`src/cso_pkg.sv`:
```
`default_nettype none
package cso_pkg;
  // register byte addresses
  localparam logic [15:0] CSO_ADDR_PRESCALER_CONTROL = 16'h4020;
  localparam logic [15:0] CSO_ADDR_CLOCK_SOURCE_SELECT = 16'h5060;
  localparam logic [15:0] CSO_ADDR_OSCILLATION_CONTROL = 16'h5061;
  // prescaler_control fields
  localparam int CSO_BIT_DEBUG_RUN_SELECT = 1;
  localparam int CSO_BIT_PRESCALER_RUN = 0;
  localparam logic CSO_RST_DEBUG_RUN_SELECT = 1'h0;
  localparam logic CSO_RST_PRESCALER_RUN = 1'h0;
  // clock_source_select fields
  localparam int CSO_BIT_FAST_CLOCK_SOURCE_SELECT = 1;
  localparam int CSO_BIT_SYSTEM_CLOCK_SOURCE_SELECT = 0;
  localparam logic CSO_RST_FAST_CLOCK_SOURCE_SELECT = 1'h0;
  localparam logic CSO_RST_SYSTEM_CLOCK_SOURCE_SELECT = 1'h0;
  // oscillation_control fields
  localparam int CSO_POS_INTERNAL_OSC_SETTLE = 6;
  localparam int CSO_POS_FAST_EXTERNAL_SETTLE = 4;
  localparam int CSO_BIT_INTERNAL_OSC_ENABLE = 2;
  localparam int CSO_BIT_LOW_SPEED_OSC_ENABLE = 1;
  localparam int CSO_BIT_FAST_EXTERNAL_OSC_ENABLE = 0;
  localparam logic [1:0] CSO_RST_INTERNAL_OSC_SETTLE = 2'h0;
  localparam logic [1:0] CSO_RST_FAST_EXTERNAL_SETTLE = 2'h0;
  localparam logic CSO_RST_INTERNAL_OSC_ENABLE = 1'h1;
  localparam logic CSO_RST_LOW_SPEED_OSC_ENABLE = 1'h0;
  localparam logic CSO_RST_FAST_EXTERNAL_OSC_ENABLE = 1'h0;
  // oscillator indices
  localparam int CSO_OSC_INTERNAL = 0;
  localparam int CSO_OSC_FAST_EXTERNAL = 1;
  localparam int CSO_OSC_LOW_SPEED = 2;
  localparam int CSO_OSC_COUNT = 3;
  // settle counts in oscillator cycles
  localparam int CSO_SETTLE_W = 11;
  localparam logic [10:0] CSO_INTERNAL_SETTLE_3 = 11'h008;
  localparam logic [10:0] CSO_INTERNAL_SETTLE_2 = 11'h010;
  localparam logic [10:0] CSO_INTERNAL_SETTLE_1 = 11'h020;
  localparam logic [10:0] CSO_INTERNAL_SETTLE_0 = 11'h040;
  localparam logic [10:0] CSO_FAST_SETTLE_3 = 11'h080;
  localparam logic [10:0] CSO_FAST_SETTLE_2 = 11'h100;
  localparam logic [10:0] CSO_FAST_SETTLE_1 = 11'h200;
  localparam logic [10:0] CSO_FAST_SETTLE_0 = 11'h400;
  localparam logic [10:0] CSO_LOW_SPEED_SETTLE = 11'h100;
  localparam logic [10:0] CSO_SETTLE_RESET = 11'h000;
endpackage : cso_pkg
`default_nettype wire
```
`src/cso_clock_source_control.sv`:
```
// Function
// - debug_run_select at D1 resets 0; 0 stops peripheral clock in debug, 1 runs.
// - prescaler_run at D0 resets 0; writing 1 starts prescalers, 0 stops them.
// - fast_clock_source_select at D1: 1 fast external, 0 internal (reset).
// - fast clock select writes ignored unless internal and fast external both run.
// - system_clock_source_select at D0: 1 low-speed oscillator, 0 high-speed (reset).
// - system select writes ignored unless low-speed and high-speed clocks both run.
// - system switch takes at least one high-speed, at most one low-speed cycle.
// - the oscillator sourcing the system clock keeps running despite enable cleared.
// - leaving halt or sleep restores the clock configuration held before.
// - internal settle field D7-6: 3=8, 2=16, 1=32, 0=64 cycles; resets 0.
// - internal oscillator clock withheld until its settle count elapses.
// - after reset wait is 64 cycles; CPU starts after start and settle.
// - fast external settle field D5-4: 3=128 ... 0=1024 cycles; resets 0.
// - fast external clock withheld until its settle count elapses, also on software start.
// - internal_osc_enable at D2 turns internal oscillator on; resets 1.
// - low_speed_osc_enable D1 and fast_external_osc_enable D0 turn on; reset 0.
// - low-speed clock withheld for 256 of its cycles after enabling.
`timescale 1ns/1ps
`default_nettype none
module cso_clock_source_control
  import cso_pkg::*;
(
  // clock and reset
  input wire logic sys_clk_in,
  input wire logic nrst_in,
  // register port
  input wire logic [15:0] reg_addr_in,
  input wire logic [7:0] reg_wdata_in,
  input wire logic reg_wr_in,
  input wire logic reg_rd_in,
  output logic [7:0] reg_rdata_out,
  // core state
  input wire logic debug_mode_in,
  input wire logic low_power_in,
  // oscillator clocks seen as pins: internal, fast external, low-speed
  input wire logic internal_osc_clk_in,
  input wire logic fast_external_osc_clk_in,
  input wire logic low_speed_osc_clk_in,
  // oscillator control and status
  output logic internal_osc_on_out,
  output logic fast_external_osc_on_out,
  output logic low_speed_osc_on_out,
  output logic internal_osc_ready_out,
  output logic fast_external_osc_ready_out,
  output logic low_speed_osc_ready_out,
  // clock multiplexer selects and gating
  output logic high_speed_clock_select_out,
  output logic system_clock_select_out,
  output logic prescaler_enable_out,
  output logic cpu_start_out
);

  // register bits
  logic debug_run_select;
  logic prescaler_run;
  logic fast_clock_source_select;
  logic system_clock_source_select;
  logic [1:0] internal_osc_settle_select;
  logic [1:0] fast_external_settle_select;
  logic internal_osc_enable;
  logic low_speed_osc_enable;
  logic fast_external_osc_enable;
  logic cpu_started;
  logic hs_mux;
  logic sys_mux;

  // per-oscillator sync, counters and status
  logic [CSO_OSC_COUNT-1:0] osc_pin;
  logic [CSO_OSC_COUNT-1:0] osc_meta;
  logic [CSO_OSC_COUNT-1:0] osc_sync;
  logic [CSO_OSC_COUNT-1:0] osc_last;
  logic [CSO_OSC_COUNT-1:0] osc_rise;
  logic [CSO_OSC_COUNT-1:0] osc_on;
  logic [CSO_OSC_COUNT-1:0] osc_ready;
  logic [CSO_SETTLE_W-1:0] settle_cnt [CSO_OSC_COUNT];
  logic [CSO_SETTLE_W-1:0] settle_target [CSO_OSC_COUNT];

  // address decode
  wire sel_psc = (reg_addr_in == CSO_ADDR_PRESCALER_CONTROL);
  wire sel_src = (reg_addr_in == CSO_ADDR_CLOCK_SOURCE_SELECT);
  wire sel_ctl = (reg_addr_in == CSO_ADDR_OSCILLATION_CONTROL);
  wire wr_psc = reg_wr_in && sel_psc;
  wire wr_src = reg_wr_in && sel_src;
  wire wr_ctl = reg_wr_in && sel_ctl;

  // settle targets from the wait fields
  assign settle_target[CSO_OSC_INTERNAL] =
    (internal_osc_settle_select == 2'h3) ? CSO_INTERNAL_SETTLE_3 :
    (internal_osc_settle_select == 2'h2) ? CSO_INTERNAL_SETTLE_2 :
    (internal_osc_settle_select == 2'h1) ? CSO_INTERNAL_SETTLE_1 : CSO_INTERNAL_SETTLE_0;
  assign settle_target[CSO_OSC_FAST_EXTERNAL] =
    (fast_external_settle_select == 2'h3) ? CSO_FAST_SETTLE_3 :
    (fast_external_settle_select == 2'h2) ? CSO_FAST_SETTLE_2 :
    (fast_external_settle_select == 2'h1) ? CSO_FAST_SETTLE_1 : CSO_FAST_SETTLE_0;
  assign settle_target[CSO_OSC_LOW_SPEED] = CSO_LOW_SPEED_SETTLE;

  // which oscillator carries the system clock, before or after a pending switch
  wire use_internal = (!system_clock_source_select && !fast_clock_source_select) ||
                      (!sys_mux && !hs_mux);
  wire use_fast = (!system_clock_source_select && fast_clock_source_select) ||
                  (!sys_mux && hs_mux);
  wire use_low = system_clock_source_select || sys_mux;

  // enables: the active source is never stopped; low power stops the rest
  assign osc_on[CSO_OSC_INTERNAL] = use_internal || (internal_osc_enable && !low_power_in);
  assign osc_on[CSO_OSC_FAST_EXTERNAL] =
    use_fast || (fast_external_osc_enable && !low_power_in);
  assign osc_on[CSO_OSC_LOW_SPEED] = use_low || (low_speed_osc_enable && !low_power_in);
  assign osc_pin = {low_speed_osc_clk_in, fast_external_osc_clk_in, internal_osc_clk_in};
  assign osc_rise = osc_sync & ~osc_last;

  // per-oscillator synchroniser and stabilisation counter
  genvar gi;
  generate
    for (gi = 0; gi < CSO_OSC_COUNT; gi++) begin : g_osc
      always_ff @(posedge sys_clk_in) begin
        if (!nrst_in) begin
          osc_meta[gi] <= 1'h0;
          osc_sync[gi] <= 1'h0;
          osc_last[gi] <= 1'h0;
        end else begin
          osc_meta[gi] <= osc_pin[gi];
          osc_sync[gi] <= osc_meta[gi];
          osc_last[gi] <= osc_sync[gi];
        end
      end
      // count oscillator edges from start; restart whenever it is stopped
      always_ff @(posedge sys_clk_in) begin
        if (!nrst_in || !osc_on[gi]) begin
          settle_cnt[gi] <= CSO_SETTLE_RESET;
        end else if (osc_rise[gi] && settle_cnt[gi] < settle_target[gi]) begin
          settle_cnt[gi] <= settle_cnt[gi] + 11'h001;
        end
      end
      assign osc_ready[gi] = osc_on[gi] && (settle_cnt[gi] >= settle_target[gi]);
    end
  endgenerate

  // switch permission
  wire hs_ready = hs_mux ? osc_ready[CSO_OSC_FAST_EXTERNAL] : osc_ready[CSO_OSC_INTERNAL];
  wire hs_allow = osc_ready[CSO_OSC_INTERNAL] && osc_ready[CSO_OSC_FAST_EXTERNAL];
  wire sys_allow = osc_ready[CSO_OSC_LOW_SPEED] && hs_ready;
  wire next_fast_sel = (wr_src && hs_allow) ?
    reg_wdata_in[CSO_BIT_FAST_CLOCK_SOURCE_SELECT] : fast_clock_source_select;
  wire next_sys_sel = (wr_src && sys_allow) ?
    reg_wdata_in[CSO_BIT_SYSTEM_CLOCK_SOURCE_SELECT] : system_clock_source_select;

  // register writes; low power leaves them untouched
  always_ff @(posedge sys_clk_in) begin
    if (!nrst_in) begin
      debug_run_select <= CSO_RST_DEBUG_RUN_SELECT;
      prescaler_run <= CSO_RST_PRESCALER_RUN;
      fast_clock_source_select <= CSO_RST_FAST_CLOCK_SOURCE_SELECT;
      system_clock_source_select <= CSO_RST_SYSTEM_CLOCK_SOURCE_SELECT;
      internal_osc_settle_select <= CSO_RST_INTERNAL_OSC_SETTLE;
      fast_external_settle_select <= CSO_RST_FAST_EXTERNAL_SETTLE;
      internal_osc_enable <= CSO_RST_INTERNAL_OSC_ENABLE;
      low_speed_osc_enable <= CSO_RST_LOW_SPEED_OSC_ENABLE;
      fast_external_osc_enable <= CSO_RST_FAST_EXTERNAL_OSC_ENABLE;
    end else begin
      fast_clock_source_select <= next_fast_sel;
      system_clock_source_select <= next_sys_sel;
      if (wr_psc) begin
        debug_run_select <= reg_wdata_in[CSO_BIT_DEBUG_RUN_SELECT];
        prescaler_run <= reg_wdata_in[CSO_BIT_PRESCALER_RUN];
      end
      if (wr_ctl) begin
        internal_osc_settle_select <= reg_wdata_in[CSO_POS_INTERNAL_OSC_SETTLE +: 2];
        fast_external_settle_select <= reg_wdata_in[CSO_POS_FAST_EXTERNAL_SETTLE +: 2];
        internal_osc_enable <= reg_wdata_in[CSO_BIT_INTERNAL_OSC_ENABLE];
        low_speed_osc_enable <= reg_wdata_in[CSO_BIT_LOW_SPEED_OSC_ENABLE];
        fast_external_osc_enable <= reg_wdata_in[CSO_BIT_FAST_EXTERNAL_OSC_ENABLE];
      end
    end
  end

  // mux handover only on a rising edge: of the newly selected high-speed source for hs_mux, of the low-speed clock for sys_mux
  wire hs_switch_edge = fast_clock_source_select ? osc_rise[CSO_OSC_FAST_EXTERNAL] :
                        osc_rise[CSO_OSC_INTERNAL];
  always_ff @(posedge sys_clk_in) begin
    if (!nrst_in) begin
      hs_mux <= CSO_RST_FAST_CLOCK_SOURCE_SELECT;
      sys_mux <= CSO_RST_SYSTEM_CLOCK_SOURCE_SELECT;
    end else begin
      if (hs_switch_edge) begin
        hs_mux <= fast_clock_source_select;
      end
      if (osc_rise[CSO_OSC_LOW_SPEED]) begin
        sys_mux <= system_clock_source_select;
      end
    end
  end

  // cpu start latch after the first internal settle
  always_ff @(posedge sys_clk_in) begin
    if (!nrst_in) begin
      cpu_started <= 1'h0;
    end else if (osc_ready[CSO_OSC_INTERNAL]) begin
      cpu_started <= 1'h1;
    end
  end

  // read data mux, one cycle after the strobe
  wire [7:0] rd_psc = {6'h00, debug_run_select, prescaler_run};
  wire [7:0] rd_src = {6'h00, fast_clock_source_select, system_clock_source_select};
  wire [7:0] rd_ctl = {internal_osc_settle_select, fast_external_settle_select, 1'h0,
                       internal_osc_enable, low_speed_osc_enable, fast_external_osc_enable};
  wire [7:0] rd_mux = sel_psc ? rd_psc : sel_src ? rd_src : sel_ctl ? rd_ctl : 8'h00;
  always_ff @(posedge sys_clk_in) begin
    if (!nrst_in) begin
      reg_rdata_out <= 8'h00;
    end else if (reg_rd_in) begin
      reg_rdata_out <= rd_mux;
    end else begin
      reg_rdata_out <= 8'h00;
    end
  end

  // outputs
  assign internal_osc_on_out = osc_on[CSO_OSC_INTERNAL];
  assign fast_external_osc_on_out = osc_on[CSO_OSC_FAST_EXTERNAL];
  assign low_speed_osc_on_out = osc_on[CSO_OSC_LOW_SPEED];
  assign internal_osc_ready_out = osc_ready[CSO_OSC_INTERNAL];
  assign fast_external_osc_ready_out = osc_ready[CSO_OSC_FAST_EXTERNAL];
  assign low_speed_osc_ready_out = osc_ready[CSO_OSC_LOW_SPEED];
  assign high_speed_clock_select_out = hs_mux;
  assign system_clock_select_out = sys_mux;
  assign prescaler_enable_out = prescaler_run && (debug_run_select || !debug_mode_in);
  assign cpu_start_out = cpu_started;

  // checks
  property p_prescaler_gate;
    @(posedge sys_clk_in) disable iff (!nrst_in)
    $past(wr_psc) && debug_mode_in |->
      prescaler_enable_out == ($past(reg_wdata_in[1]) && $past(reg_wdata_in[0]));
  endproperty
  a_prescaler_gate: assert property (p_prescaler_gate) else $error("prescaler gate wrong");

  property p_prescaler_run;
    @(posedge sys_clk_in) disable iff (!nrst_in)
    wr_psc && !debug_mode_in ##1 !debug_mode_in |-> prescaler_enable_out == $past(reg_wdata_in[0]);
  endproperty
  a_prescaler_run: assert property (p_prescaler_run) else $error("prescaler run wrong");

  property p_hs_refused;
    @(posedge sys_clk_in) disable iff (!nrst_in)
    wr_src && !hs_allow |=> $stable(fast_clock_source_select);
  endproperty
  a_hs_refused: assert property (p_hs_refused) else $error("fast select changed while refused");

  property p_sys_refused;
    @(posedge sys_clk_in) disable iff (!nrst_in)
    wr_src && !sys_allow |=> $stable(system_clock_source_select);
  endproperty
  a_sys_refused: assert property (p_sys_refused) else $error("system select changed while refused");

  property p_sys_switch_edge;
    @(posedge sys_clk_in) disable iff (!nrst_in)
    $changed(sys_mux) |-> $past(osc_rise[CSO_OSC_LOW_SPEED]) && $past(system_clock_source_select) == sys_mux;
  endproperty
  a_sys_switch_edge: assert property (p_sys_switch_edge) else $error("system switch off edge");

  property p_active_kept;
    @(posedge sys_clk_in) disable iff (!nrst_in)
    (!sys_mux && !hs_mux |-> osc_on[CSO_OSC_INTERNAL]) and
    (!sys_mux && hs_mux |-> osc_on[CSO_OSC_FAST_EXTERNAL]) and
    (sys_mux |-> osc_on[CSO_OSC_LOW_SPEED]);
  endproperty
  a_active_kept: assert property (p_active_kept) else $error("active oscillator stopped");

  property p_internal_settle;
    @(posedge sys_clk_in) disable iff (!nrst_in)
    $rose(osc_ready[CSO_OSC_INTERNAL]) |-> settle_cnt[CSO_OSC_INTERNAL] ==
      (4'h8 << (2'h3 - internal_osc_settle_select));
  endproperty
  a_internal_settle: assert property (p_internal_settle) else $error("internal settle count wrong");

  property p_fast_settle;
    @(posedge sys_clk_in) disable iff (!nrst_in)
    osc_ready[CSO_OSC_FAST_EXTERNAL] |->
      settle_cnt[CSO_OSC_FAST_EXTERNAL] >= (11'h080 << (2'h3 - fast_external_settle_select));
  endproperty
  a_fast_settle: assert property (p_fast_settle) else $error("fast external released early");

  property p_low_settle;
    @(posedge sys_clk_in) disable iff (!nrst_in)
    osc_ready[CSO_OSC_LOW_SPEED] |-> settle_cnt[CSO_OSC_LOW_SPEED] == 11'h100;
  endproperty
  a_low_settle: assert property (p_low_settle) else $error("low-speed released early");

  property p_reset_values;
    @(posedge sys_clk_in) disable iff (!nrst_in)
    $past(!nrst_in) |-> internal_osc_enable && !low_speed_osc_enable && !cpu_started &&
      !fast_external_osc_enable && !prescaler_run && internal_osc_settle_select == 2'h0;
  endproperty
  a_reset_values: assert property (p_reset_values) else $error("reset value wrong");

  property p_cpu_start;
    @(posedge sys_clk_in) disable iff (!nrst_in)
    $rose(cpu_started) |-> $past(osc_ready[CSO_OSC_INTERNAL]);
  endproperty
  a_cpu_start: assert property (p_cpu_start) else $error("cpu started before settle");

  property p_low_power_keeps;
    @(posedge sys_clk_in) disable iff (!nrst_in)
    $fell(low_power_in) |-> $stable(system_clock_source_select) && $stable(fast_clock_source_select);
  endproperty
  a_low_power_keeps: assert property (p_low_power_keeps) else $error("wake changed sources");

  c_sys_to_low: cover property (@(posedge sys_clk_in) disable iff (!nrst_in) $rose(sys_mux));
  c_hs_to_fast: cover property (@(posedge sys_clk_in) disable iff (!nrst_in) $rose(hs_mux));
  property p_hs_switch_edge;
    @(posedge sys_clk_in) disable iff (!nrst_in)
    $changed(hs_mux) |-> $past(hs_switch_edge) && $past(fast_clock_source_select) == hs_mux;
  endproperty
  a_hs_switch_edge: assert property (p_hs_switch_edge) else $error("fast switch off edge");

  property p_sys_needs_ready;
    @(posedge sys_clk_in) disable iff (!nrst_in)
    $rose(system_clock_source_select) |->
      $past(osc_ready[CSO_OSC_LOW_SPEED]) && $past(hs_ready);
  endproperty
  a_sys_needs_ready: assert property (p_sys_needs_ready) else $error("select not ready");

  // a stopped oscillator must settle again from zero
  property p_fast_restart;
    @(posedge sys_clk_in) disable iff (!nrst_in)
    !osc_on[CSO_OSC_FAST_EXTERNAL] |=> !osc_ready[CSO_OSC_FAST_EXTERNAL];
  endproperty
  a_fast_restart: assert property (p_fast_restart) else $error("fast ready while off");

  property p_internal_restart;
    @(posedge sys_clk_in) disable iff (!nrst_in)
    !osc_on[CSO_OSC_INTERNAL] |=> !osc_ready[CSO_OSC_INTERNAL];
  endproperty
  a_internal_restart: assert property (p_internal_restart) else $error("internal ready while off");

  c_refused: cover property (@(posedge sys_clk_in) disable iff (!nrst_in) wr_src && !sys_allow);
  c_fast_ready: cover property (@(posedge sys_clk_in) disable iff (!nrst_in)
    $rose(osc_ready[CSO_OSC_FAST_EXTERNAL]));
  c_wake: cover property (@(posedge sys_clk_in) disable iff (!nrst_in) $fell(low_power_in));

endmodule : cso_clock_source_control
`default_nettype wire

```
`config.mk`:
```
export PLATFORM = sky130hd
export DESIGN_NAME = cso_clock_source_control
export DESIGN_NICKNAME = d
export VERILOG_FILES = /design/src/cso_pkg.sv /design/src/cso_clock_source_control.sv
export SDC_FILE = /design/constraint.sdc
export NUM_CORES = 1
export LEC_CHECK = 0
export BUFFER_PORTS_ARGS = -buffer_cell sky130_fd_sc_hd__buf_4
export CORE_MARGIN = 2
export CORE_UTILIZATION = 35
export CTS_BUF_LIST = sky130_fd_sc_hd__clkbuf_8
export DETAILED_ROUTE_END_ITERATION = 8
export PLACE_DENSITY = 0.64
export REMOVE_ABC_BUFFERS = 1
export SLEW_MARGIN = 20
export SYNTH_ARGS = -nofsm -noshare
export SYNTH_HDL_FRONTEND = slang
export SYNTH_SLANG_ARGS = --single-unit
```
`constraint.sdc`:
```
create_clock -name sys_clk_in -period 2 [get_ports sys_clk_in]
set_input_delay 0.1 -clock sys_clk_in [delete_from_list [all_inputs] [get_ports sys_clk_in]]
set_output_delay 0.1 -clock sys_clk_in [all_outputs]
set_load 0.02 [all_outputs]
```
Word level (Yosys, flattened, before mapping)
Memories as Yosys holds them, arrays and structs flattened.
Index checks and enable logic that the tools add are counted.

storage, ports and cells
  register bits after elaboration = 31
  bits in writable memories = 33
  input bits = 33
  output and inout port bits = 18
  word-level logic and storage cells = 124
  memories kept = 1

cells by class
  $add $sub $neg = 3
  magnitude comparators = 6
  equal/unequal tests = 9
  mux-type cells = 29
  bitwise gates (word level) = 8
  reductions and logical operators = 44

memories
  memory      words  bits a word  read ports  clocked after Yosys merged registers in  wr ports  line                            source
  settle_cnt  3      11           3           0                                        3         cso_clock_source_control.sv:76  logic [CSO_SETTLE_W-1:0] settle_cnt [CSO_OSC_COUNT];

operators by type and width
  cell                   count
  $mux 11                6
  $eq 16x15->1 const B   3
  $add 11x1->11 const B  3
  $logic_and 1x1->1      21
  $mux 7                 3
  $mux 1                 17
  $ge 11x11->1           1
  $ge 11x7->1            1
  $ge 11x9->1 const B    1
  $lt 11x11->1           1
  $lt 11x7->1            1
  $lt 11x9->1 const B    1
  $logic_not 1->1        10
  $logic_or 1x1->1       10
  $eq 2x2->1 const B     4
  $mux 2                 3
  $reduce_or 5->1        1
  $eq 2x1->1 const B     2
  $reduce_or 4->1        1
  $and 3x3->3            1
  $not 1->1              3
  $not 3->3              1
  $or 1x1->1             3
  $reduce_and 2->1       1

Longest topological paths before layout
Gate-level depths: netlist (run 1).

  depth in word-level cells = 10
  gate-level depth with buffers = 8
  mapped depth without buffers = 7

Worst setup path before layout (run 1)
No wires, ideal clock.

  path type = reg2reg
  from = register fast_external_settle_select[1]
  to = memory settle_cnt[1][0] (enable)
  library setup time = 357 ps
  arrival = 1856 ps
  data required time = 1643 ps
  slack = -213 ps
  cell stages (with the launch flop) = 6
  period minus slack after synthesis = 2213 ps
  path through = dfxtp_1 or2_2 ha_1 a21o_1 or4b_4 nand3_1

RTL lines
  item                      line                             source
  start: declaration        cso_clock_source_control.sv:60   logic [1:0] fast_external_settle_select;
  start signal: assignment  cso_clock_source_control.sv:170  fast_external_settle_select <= reg_wdata_in[CSO_POS_FAST_EXTERNAL_SETTLE +: 2];
  end: declaration          cso_clock_source_control.sv:76

==> report_table.html, run 1 <==
<table>
<tr><th>Metric</th><th>Value</th></tr>
<tr><th colspan="2">Yosys</th></tr>
<tr><td>Syn Area/Cell</td><td>10.2 um^2</td></tr>
<tr><td>Commonest register cell after synthesis</td><td>edfxtp_1</td></tr>
<tr><td>Number of warnings issued by yosys</td><td>0</td></tr>
<tr><td>Top post-synthesis cells by area</td><td>edfxtp_1 (32%), dfxtp_1 (19%), ha_1 (5.6%)</td></tr>
<tr><td>Post-synth design cell area</td><td>3110 um^2</td></tr>
<tr><td>Number of synthesized register bits</td><td>63</td></tr>
<tr><td>Number of synthesized flops with an enable pin</td><td>33</td></tr>
<tr><td>Async set-or-reset flop fraction in the synthesized netlist</td><td>0</td></tr>
<tr><td>Share of Yosys cell area claimed by the top area cell type</td><td>0.319</td></tr>
<tr><td>Sequential fraction of the synthesis area</td><td>0.512</td></tr>
<tr><td>Post-synthesis cell type count</td><td>46</td></tr>
<tr><td>Synthesized netlist cell count</td><td>306</td></tr>
<tr><td>Top cell type by total area after synthesis</td><td>edfxtp_1</td></tr>
<tr><th colspan="2">Placed design</th></tr>
<tr><td>Count of input and output buffers</td><td>48</td></tr>
<tr><td>Cell count after placement</td><td>480</td></tr>
<tr><td>Routability-driven placement congestion ratio</td><td>0.797</td></tr>
<tr><td>Detailed placer's ending HPWL</td><td>5000 um</td></tr>
<tr><th colspan="2">Timing</th></tr>
<tr><td>Maximum clock skew at final layout</td><td>0.0107 ns</td></tr>
<tr><td>Worst-margin pin slew</td><td>0.538 ns</td></tr>
<tr><td>Setup tns final</td><td>-0.436 ns</td></tr>
<tr><td>Worst slew slack as a fraction of its limit</td><td>0.641</td></tr>
<tr><td>FMAX</td><td>490 MHz</td></tr>
<tr><td>Final hold vios</td><td>0</td></tr>
<tr><td>Share of the cycle needed by the critical path after routing</td><td>1.02</td></tr>
<tr><td>Minimum clock period after layout</td><td>2.04 ns</td></tr>
<tr><td>Setup-failing EPs final</td><td>22</td></tr>
<tr><td>Unrepaired setup endpoints after global routing</td><td>yes</td></tr>
<tr><td>PnR worst setup slack</td><td>-0.0418 ns</td></tr>
<tr><td>Final number of max-transition violations</td><td>0</td></tr>
<tr><th colspan="2">Global route</th></tr>
<tr><td>Met2 global-route usage</td><td>0.243</td></tr>
<tr><td>Global-route usage over all layers</td><td>0.150</td></tr>
<tr><td>Most heavily used metal layer in global routing</td><td>met2</td></tr>
<tr><td>Maximum number of pins on one net before global-route repair</td><td>34</td></tr>
<tr><td>Number of antenna violations at the first check in global routing</td><td>0</td></tr>
<tr><td>Met1 usage</td><td>0.203</td></tr>
<tr><td>Met3 demand-to-capacity share in global routing</td><td>0.0243</td></tr>
<tr><td>Global-route wire length before repair</td><td>11,600 um</td></tr>
<tr><td>Number of global-route vias before repair</td><td>2,389</td></tr>
<tr><td>Congestion Overflow GR</td><td>0</td></tr>
<tr><th colspan="2">CTS</th></tr>
<tr><td>CTS H-Tree Depth</td><td>3</td></tr>
<tr><td>Clock-pin transition on the worst setup and hold timing paths</td><td>0.08 ns</td></tr>
<tr><td>Root buffer cell</td><td>clkbuf_8</td></tr>
<tr><td>Clock latency on the worst-skew pair</td><td>0.34 ns</td></tr>
<tr><td>Cts bufs inserted</td><td>9</td></tr>
<tr><td>TritonCTS clock tree</td><td>built</td></tr>
<tr><td>Clock sinks</td><td>63</td></tr>
<tr><td>CTS Buffer Depth</td><td>2</td></tr>
<tr><th colspan="2">Critical path</th></tr>
<tr><td>Worst path max stage delay</td><td>0.54 ns</td></tr>
<tr><td>Reg-to-reg startpoint</td><td>fast_external_settle_select[1]$_SDFFE_PN0P_</td></tr>
<tr><td>Crit path buffers/inverters</td><td>0</td></tr>
<tr><td>Launch point of the critical path</td><td>fast_external_settle_select[1]$_SDFFE_PN0P_</td></tr>
<tr><td>Data arrival time of the critical path</td><td>2.25 ns</td></tr>
<tr><td>Reg-to-reg setup timing slack</td><td>-0.04 ns</td></tr>
<tr><td>CP Max Fanout</td><td>6</td></tr>
<tr><td>CP cell instances</td><td>or2_4 -&gt; ha_4 -&gt; a21o_1 -&gt; or4b_4 -&gt; or2_4 -&gt; nor2_2</td></tr>
<tr><td>Delay-heaviest family, CP</td><td>simple AND/OR/NAND/NOR gates</td></tr>
<tr><td>Length in cells of the worst reg-to-reg path</td><td>6</td></tr>
<tr><td>Slowest stage cell on the critical path</td><td>or4b_4</td></tr>
<tr><td>Worst setup path endpoint</td><td>settle_cnt[1][7]$_SDFFCE_PN0P_</td></tr>
<tr><td>Kind of start point of the critical path</td><td>flop</td></tr>
<tr><td>Endpoint of the worst register-to-register path</td><td>settle_cnt[1][7]$_SDFFCE_PN0P_</td></tr>
<tr><td>Required @ worst endpoint</td><td>2.21 ns</td></tr>
<tr><td>Setup crit end kind</td><td>flop</td></tr>
<tr><td>WS Path Type</td><td>flop to flop</td></tr>
<tr><td>CP dominant cell by count</td><td>or2_4</td></tr>
<tr><td>Depth of the critical timing path with buffers and inverters included</td><td>6</td></tr>
<tr><th colspan="2">Pwr</th></tr>
<tr><td>Power density of the placed cells</td><td>600 nW/um^2</td></tr>
<tr><td>Leak pwr</td><td>1.61 nW</td></tr>
<tr><td>Highest ir drop seen on vdd</td><td>0.000267 V</td></tr>
<tr><th colspan="2">Route</th></tr>
<tr><td>Wire per inst</td><td>14.0 um</td></tr>
<tr><td>Via density</td><td>4.97</td></tr>
<tr><td>Number of nets with antenna violations after detailed routing</td><td>0</td></tr>
<tr><td>Number of remaining DRC errors</td><td>0</td></tr>
<tr><td>Iteration count of the initial detailed-routing pass</td><td>5</td></tr>
<tr><td>Detailed-route via count</td><td>2,485</td></tr>
<tr><td>Initial detailed-routing violation count</td><td>90</td></tr>
<tr><td>Total wire length</td><td>7010 um</td></tr>
<tr><th colspan="2">Outcome</th></tr>
<tr><td>Status</td><td>finished, violations left</td></tr>
<tr><td>Failing checks</td><td>setup timing</td></tr>
<tr><th colspan="2">Worst hold path</th></tr>
<tr><td>Worst hold-check path type</td><td>input port to flop</td></tr>
<tr><th colspan="2">Final layout</th></tr>
<tr><td>Number of cells in the finished layout apart from fillers</td><td>500</td></tr>
<tr><td>Post-synthesis to final-layout area growth</td><td>34.6%</td></tr>
<tr><td># fillers</td><td>826</td></tr>
<tr><td>Number of diodes</td><td>0</td></tr>
<tr><td>Share of cells above drive strength 1</td><td>0.324</td></tr>
<tr><td>Post-layout net count</td><td>434</td></tr>
<tr><th colspan="2">Floorplan</th></tr>
<tr><td>Die H</td><td>98.2 um</td></tr>
<tr><td>Core Region</td><td>8680 um^2</td></tr>
<tr><td>I/O pin cnt</td><td>51</td></tr>
<tr><td>Horiz. Die Dim</td><td>98.2 um</td></tr>
<tr><td>Area enclosed by the die boundary</td><td>9650 um^2</td></tr>
<tr><td>Count of standard-cell rows</td><td>34</td></tr>
<tr><td>Initial Util</td><td>0.358</td></tr>
<tr><th colspan="2">Job</th></tr>
<tr><td>Max-cap violations</td><td>0</td></tr>
</table>
-- flip-flops by register name, summed over array words and instances (netlist names), 2 cells and up --
name,cells
fast_external_settle_select,2
internal_osc_settle_select,2
osc_last,3
osc_meta,3
osc_sync,3
reg_rdata_out,7
settle_cnt,33
-- worst min path at each step --
stage	start	end	slack [ns]	cells after the start
after floorplan	nrst_in	internal_osc_enable$_SDFFE_PN1P_	0.17	1
after global placement	fast_external_osc_clk_in	osc_meta[1]$_SDFF_PN0_	0.31	2
after detailed placement	internal_osc_clk_in	osc_meta[0]$_SDFF_PN0_	0.32	2
after CTS	reg_wdata_in[2]	internal_osc_enable$_SDFFE_PN1P_	0.008	3
after global routing	reg_wdata_in[2]	internal_osc_enable$_SDFFE_PN1P_	0.02	3
final	reg_wdata_in[2]	internal_osc_enable$_SDFFE_PN1P_	0.006	3
-- synthesized netlist by cell type (all sizes together), types with 2 or more instances --
cell and instances:
nand4 3, edfxtp 33, nand3b 2, xnor2 8, nor2b 3, buf 3
and2 18, o311ai 2, nand2b 11, nand3 26, o221ai 2, inv 17
a21oi 5, ha 14, dfxtp 30, nor3 4, or2 3, nand2 26
nor4 5, clkbuf 4, mux2i 3, nand4b 4, and3 6, o31a 2
a222oi 2, xor2 12, nor2 37, a21boi 10
-- cell families after synthesis --
family                     Yosys count  synth area share
xor gates and xnor gates            20            0.0564
other                                1           0.00121
adders and majority gates           14            0.0564
AOI/OAI and AO/OA                   29            0.0697
buffers and inverters               24            0.0338
and+or+nand+nor                    152             0.261
muxes                                3           0.00967
DFF                                 63             0.512
-- worst min-delay path: cells and delay by family --
kind,cells,cell delay [ns]
buffers and inverters,1,0.09
AND/OR/NAND/NOR,2,0.13
-- stage by stage --
step / area (um^2) / power [mW] / hold slack [ns] / worst slack, ns / util
global route: 4180 / 2.60 / 0.0226 / -0.115 / 0.482
CTS: 4070 / 2.52 / 0.00819 / -0.0316 / 0.469
detailed placement: 3750 / 1.54 / 0.318 / -0.284 / 0.433
floorplan: 3080 / 1.45 / 0.172 / -0.213 / -
global placement: 3750 / 1.54 / 0.313 / -0.190 / 0.433
finish: 4180 / 2.51 / 0.00552 / -0.0418 / 0.482
-- placed cells by master, fill, tap and decap left out, drive strengths merged, types with 10 or more instances in the layout --
master	n
ha	14
nand3	26
nor2	37
xor2	12
edfxtp	33
buf	68
dfxtp	30
and2	18
inv	19
a21boi	10
nand2b	11
nand2	26
-- metal layers --
layer,wire (um),up-vias
met5,0,-
met3,300,9
met2,3360,63
li1,-,1227
met4,104,0
met1,3240,1186
-- area by class of cell --
class                   instances  area [um^2]  area share
well taps                     108          135      0.0323
multi-input cells             225         1640       0.391
inverters                      17         63.8      0.0153
repair buffers                 71          577       0.138
flip-flops and latches         63         1600       0.382
clock buffers                   9          124      0.0296
clock inverters                 7         47.5      0.0114
-- what timing repair did --
| action | CTS | global route |
|---|---|---|
| setup endpoints to repair | 44 | 44 |
| resized for setup | 20 | 25 |
| pin swaps | 13 | 14 |
| cloned | 1 | 0 |
| endpoints found under the hold margin | 3 | 0 |
| setup buffers | 1 | 0 |
| hold buffers | 3 | 0 |
-- report_power, final --
group / total (mW) / switching [mW] / internal [mW]
clock: 0.984 / 0.533 / 0.451
sequential: 1.38 / 0.0123 / 1.37
combinational: 0.142 / 0.0639 / 0.0781
total: 2.51 / 0.609 / 1.90
No activity file was read; power rests on OpenSTA's default activity.
==> run 2: changes to the inputs <==
ABC_AREA = 1   (was unset)
CORE_MARGIN = 1   (was 2)
==> report_table.html, run 2 <==
<table>
<tr><th>Metric</th><th>Value</th></tr>
<tr><th colspan="2">Outcome</th></tr>
<tr><td>Status</td><td>finished clean</td></tr>
<tr><th colspan="2">Placed design</th></tr>
<tr><td>Detailed placer's ending HPWL</td><td>4830 um</td></tr>
<tr><td>Area after DPL</td><td>3780 um^2</td></tr>
<tr><td>Count of input and output buffers</td><td>48</td></tr>
<tr><td>Routability-driven placement congestion ratio</td><td>0.828</td></tr>
<tr><td>Pre-CTS setup slack</td><td>0.0830 ns</td></tr>
<tr><td>Cell count after placement</td><td>560</td></tr>
<tr><th colspan="2">Pwr</th></tr>
<tr><td>Final Power</td><td>2.59 mW</td></tr>
<tr><td>Highest ir drop seen on vdd</td><td>0.000398 V</td></tr>
<tr><td>Power density of the placed cells</td><td>637 nW/um^2</td></tr>
<tr><td>Leak pwr</td><td>1.92 nW</td></tr>
<tr><th colspan="2">Final layout</th></tr>
<tr><td>Registers with the most flip-flops</td><td>settle_cnt (33), reg_rdata_out (7)</td></tr>
<tr><td>Number of cells in the finished layout apart from fillers</td><td>585</td></tr>
<tr><td>Number of diodes</td><td>0</td></tr>
<tr><td>Post-synthesis to final-layout area growth</td><td>23.9%</td></tr>
<tr><td>Most frequent cells in the layout</td><td>inv_1 (81), nand2_1 (72), nor2_1 (64)</td></tr>
<tr><td>Final cell utilization of the core</td><td>0.458</td></tr>
<tr><td>Share of cells above drive strength 1</td><td>0.203</td></tr>
<tr><td>Most common cell after layout, fill and taps aside</td><td>inv_1</td></tr>
<tr><td>Final non-filler cell area</td><td>4070 um^2</td></tr>
<tr><td>Post-layout net count</td><td>519</td></tr>
<tr><td>Max FFs per register</td><td>33</td></tr>
<tr><td>Register ranked first by flip-flop count</td><td>settle_cnt</td></tr>
<tr><td># fillers</td><td>849</td></tr>
<tr><th colspan="2">CTS</th></tr>
<tr><td>CTS H-Tree Depth</td><td>3</td></tr>
<tr><td>Root buffer cell</td><td>clkbuf_8</td></tr>
<tr><td>Clock-pin transition on the worst setup and hold timing paths</td><td>0.07 ns</td></tr>
<tr><td>Clock latency on the worst-skew pair</td><td>0.33 ns</td></tr>
<tr><td>CTS Buffer Depth</td><td>2</td></tr>
<tr><td>TritonCTS clock tree</td><td>built</td></tr>
<tr><td>Cts bufs inserted</td><td>9</td></tr>
<tr><td>Clock sinks</td><td>63</td></tr>
<tr><th colspan="2">Critical path</th></tr>
<tr><td>Setup crit end kind</td><td>primary output</td></tr>
<tr><td>Data arrival time of the critical path</td><td>1.77 ns</td></tr>
<tr><td>Required @ worst endpoint</td><td>1.90 ns</td></tr>
<tr><td>CP Max Fanout</td><td>4</td></tr>
<tr><td>WS Path Type</td><td>flop to primary output</td></tr>
<tr><td>Kind of start point of the critical path</td><td>flop</td></tr>
<tr><th colspan="2">Floorplan</th></tr>
<tr><td>Core Region</td><td>8890 um^2</td></tr>
<tr><td>Horiz. Die Dim</td><td>98.9 um</td></tr>
<tr><td>Count of standard-cell rows</td><td>34</td></tr>
<tr><td>Initial Util</td><td>0.370</td></tr>
<tr><td>Die H</td><td>98.9 um</td></tr>
<tr><td>I/O pin cnt</td><td>51</td></tr>
<tr><td>Area enclosed by the die boundary</td><td>9780 um^2</td></tr>
<tr><th colspan="2">Timing</th></tr>
<tr><td>Worst-margin pin slew</td><td>0.553 ns</td></tr>
<tr><td>FMAX</td><td>535 MHz</td></tr>
<tr><td>Setup tns final</td><td>0 ns</td></tr>
<tr><td>Final number of max-transition violations</td><td>0</td></tr>
<tr><td>Worst slew slack as a fraction of its limit</td><td>0.630</td></tr>
<tr><td>Final hold vios</td><td>0</td></tr>
<tr><td>Minimum clock period after layout</td><td>1.87 ns</td></tr>
<tr><td>PnR worst setup slack</td><td>0.130 ns</td></tr>
<tr><td>Share of the cycle needed by the critical path after routing</td><td>0.935</td></tr>
<tr><td>Setup-failing EPs final</td><td>0</td></tr>
<tr><td>Worst slack on hold paths</td><td>0.0176 ns</td></tr>
<tr><td>Maximum clock skew at final layout</td><td>0.0105 ns</td></tr>
<tr><th colspan="2">Route</th></tr>
<tr><td>Number of remaining DRC errors</td><td>0</td></tr>
<tr><td>Wire per inst</td><td>11.0 um</td></tr>
<tr><td>Total wire length</td><td>6450 um</td></tr>
<tr><td>Via density</td><td>4.48</td></tr>
<tr><td>Initial detailed-routing violation count</td><td>74</td></tr>
<tr><td>Number of nets with antenna violations after detailed routing</td><td>0</td></tr>
<tr><td>Iteration count of the initial detailed-routing pass</td><td>4</td></tr>
<tr><td>Detailed-route via count</td><td>2,621</td></tr>
<tr><th colspan="2">Yosys</th></tr>
<tr><td>Number of synthesized register bits</td><td>63</td></tr>
<tr><td>Sequential fraction of the synthesis area</td><td>0.484</td></tr>
<tr><td>Top cell type by total area after synthesis</td><td>edfxtp_1</td></tr>
<tr><td>Post-synthesis cell type count</td><td>34</td></tr>
<tr><td>Post-synth design cell area</td><td>3290 um^2</td></tr>
<tr><td>Number of warnings issued by yosys</td><td>0</td></tr>
<tr><td>Commonest register cell after synthesis</td><td>edfxtp_1</td></tr>
<tr><td>Syn Area/Cell</td><td>8.17 um^2</td></tr>
<tr><td>Most frequently used cell type in the post-synthesis netlist</td><td>inv_1</td></tr>
<tr><td>Share of Yosys cell area claimed by the top area cell type</td><td>0.302</td></tr>
<tr><td>Async set-or-reset flop fraction in the synthesized netlist</td><td>0</td></tr>
<tr><td>Synthesized netlist cell count</td><td>402</td></tr>
<tr><td>Top post-synthesis cells by area</td><td>edfxtp_1 (30%), dfxtp_1 (18%), inv_1 (9.5%)</td></tr>
<tr><td>Most numerous cell types in the synthesized netlist</td><td>inv_1 (83), nand2_1 (73), nor2_1 (65)</td></tr>
<tr><td>Number of synthesized flops with an enable pin</td><td>33</td></tr>
<tr><th colspan="2">Worst hold path</th></tr>
<tr><td>Worst hold-check path type</td><td>input port to flop</td></tr>
<tr><th colspan="2">Global route</th></tr>
<tr><td>Number of global-route vias before repair</td><td>2,641</td></tr>
<tr><td>Number of antenna violations at the first check in global routing</td><td>0</td></tr>
<tr><td>Global-route usage over all layers</td><td>0.148</td></tr>
<tr><td>Maximum number of pins on one net before global-route repair</td><td>30</td></tr>
<tr><td>Congestion Overflow GR</td><td>0</td></tr>
<tr><td>Global-route wire length before repair</td><td>11,400 um</td></tr>
<tr><th colspan="2">Job</th></tr>
<tr><td>Max-cap violations</td><td>0</td></tr>
</table>
[run 2: cell count changes after synthesis, moves of 9 or more]
cell      change
nand2b_1     -11
a21oi_1       +9
and2_1       -18
nand2_1      +47
o21ai_0      +13
nor2_1       +28
inv_1        +66
a21boi_0      -9
[run 2: path summary, 6_finish.rpt]
kind	start	end	slack [ns]	depth (start not counted)
worst max-delay path	settle_cnt[0][5]$_SDFFCE_PN0P_	internal_osc_ready_out	0.13	8
worst max register to register	settle_cnt[1][7]$_SDFFCE_PN0P_	settle_cnt[1][10]$_SDFFCE_PN0P_	0.25	11
worst min register to register	osc_meta[0]$_SDFF_PN0_	osc_sync[0]$_SDFF_PN0_	0.41	2
worst min-delay path	reg_wdata_in[4]	fast_external_settle_select[0]$_SDFFE_PN0P_	0.02	3
[run 2: cell families (layout without fill, tap and decap cells)]
family	after synthesis	in the layout	share of synthesized area
buffers and inverters	89	159	0.109
AO/OA/AOI/OAI	38	38	0.0724
flip-flops	63	63	0.484
XOR/XNOR	7	7	0.0187
adder cells (fa/ha/maj)	14	14	0.0533
AND/OR/NAND/NOR	190	190	0.262
other	1	6	0.00114
[run 2: area by class of cell]
type / count / area (um^2) / area share
sequential: 63 / 1590 / 0.392
multi-input combinational: 255 / 1380 / 0.339
timing repair buffer: 60 / 468 / 0.115
inverter: 83 / 312 / 0.0765
tap: 108 / 135 / 0.0332
clock buffer: 9 / 124 / 0.0304
clock inverter: 7 / 58.8 / 0.0144
[run 2: timing repair]
action,in CTS,in global routing
gates resized for setup,1,13
pin swaps,0,1
endpoints found under the setup margin,1,13
gates cloned,0,0
hold endpoints to repair,7,0
hold buffers,7,0
setup buffers,0,2
[run 2: metal layers]
| metal | GRT usage | part of all wire |
|---|---|---|
| met5 | 0 | 0 |
| met4 | 0.0838 | 0.027 |
| met3 | 0.0333 | 0.047 |
| met2 | 0.245 | 0.45 |
| met1 | 0.179 | 0.47 |
[run 2: where the power goes]
group | internal [mW] | leakage, nW | switching [mW]
registers | 1.38 | 0.622 | 0.0158
logic | 0.0797 | 1.20 | 0.0811
clock network | 0.558 | 0.103 | 0.479
total | 2.02 | 1.92 | 0.576
[run 2: critical path, cell delays in order, from the launching register on]
cell and delay, ns:
edfxtp_1 0.47, ha_1 0.32, nand2_1 0.06, nor2_1 0.11
nand3_1 0.08, nand3_1 0.07, nand2_1 0.08, inv_2 0.11
buf_4 0.14
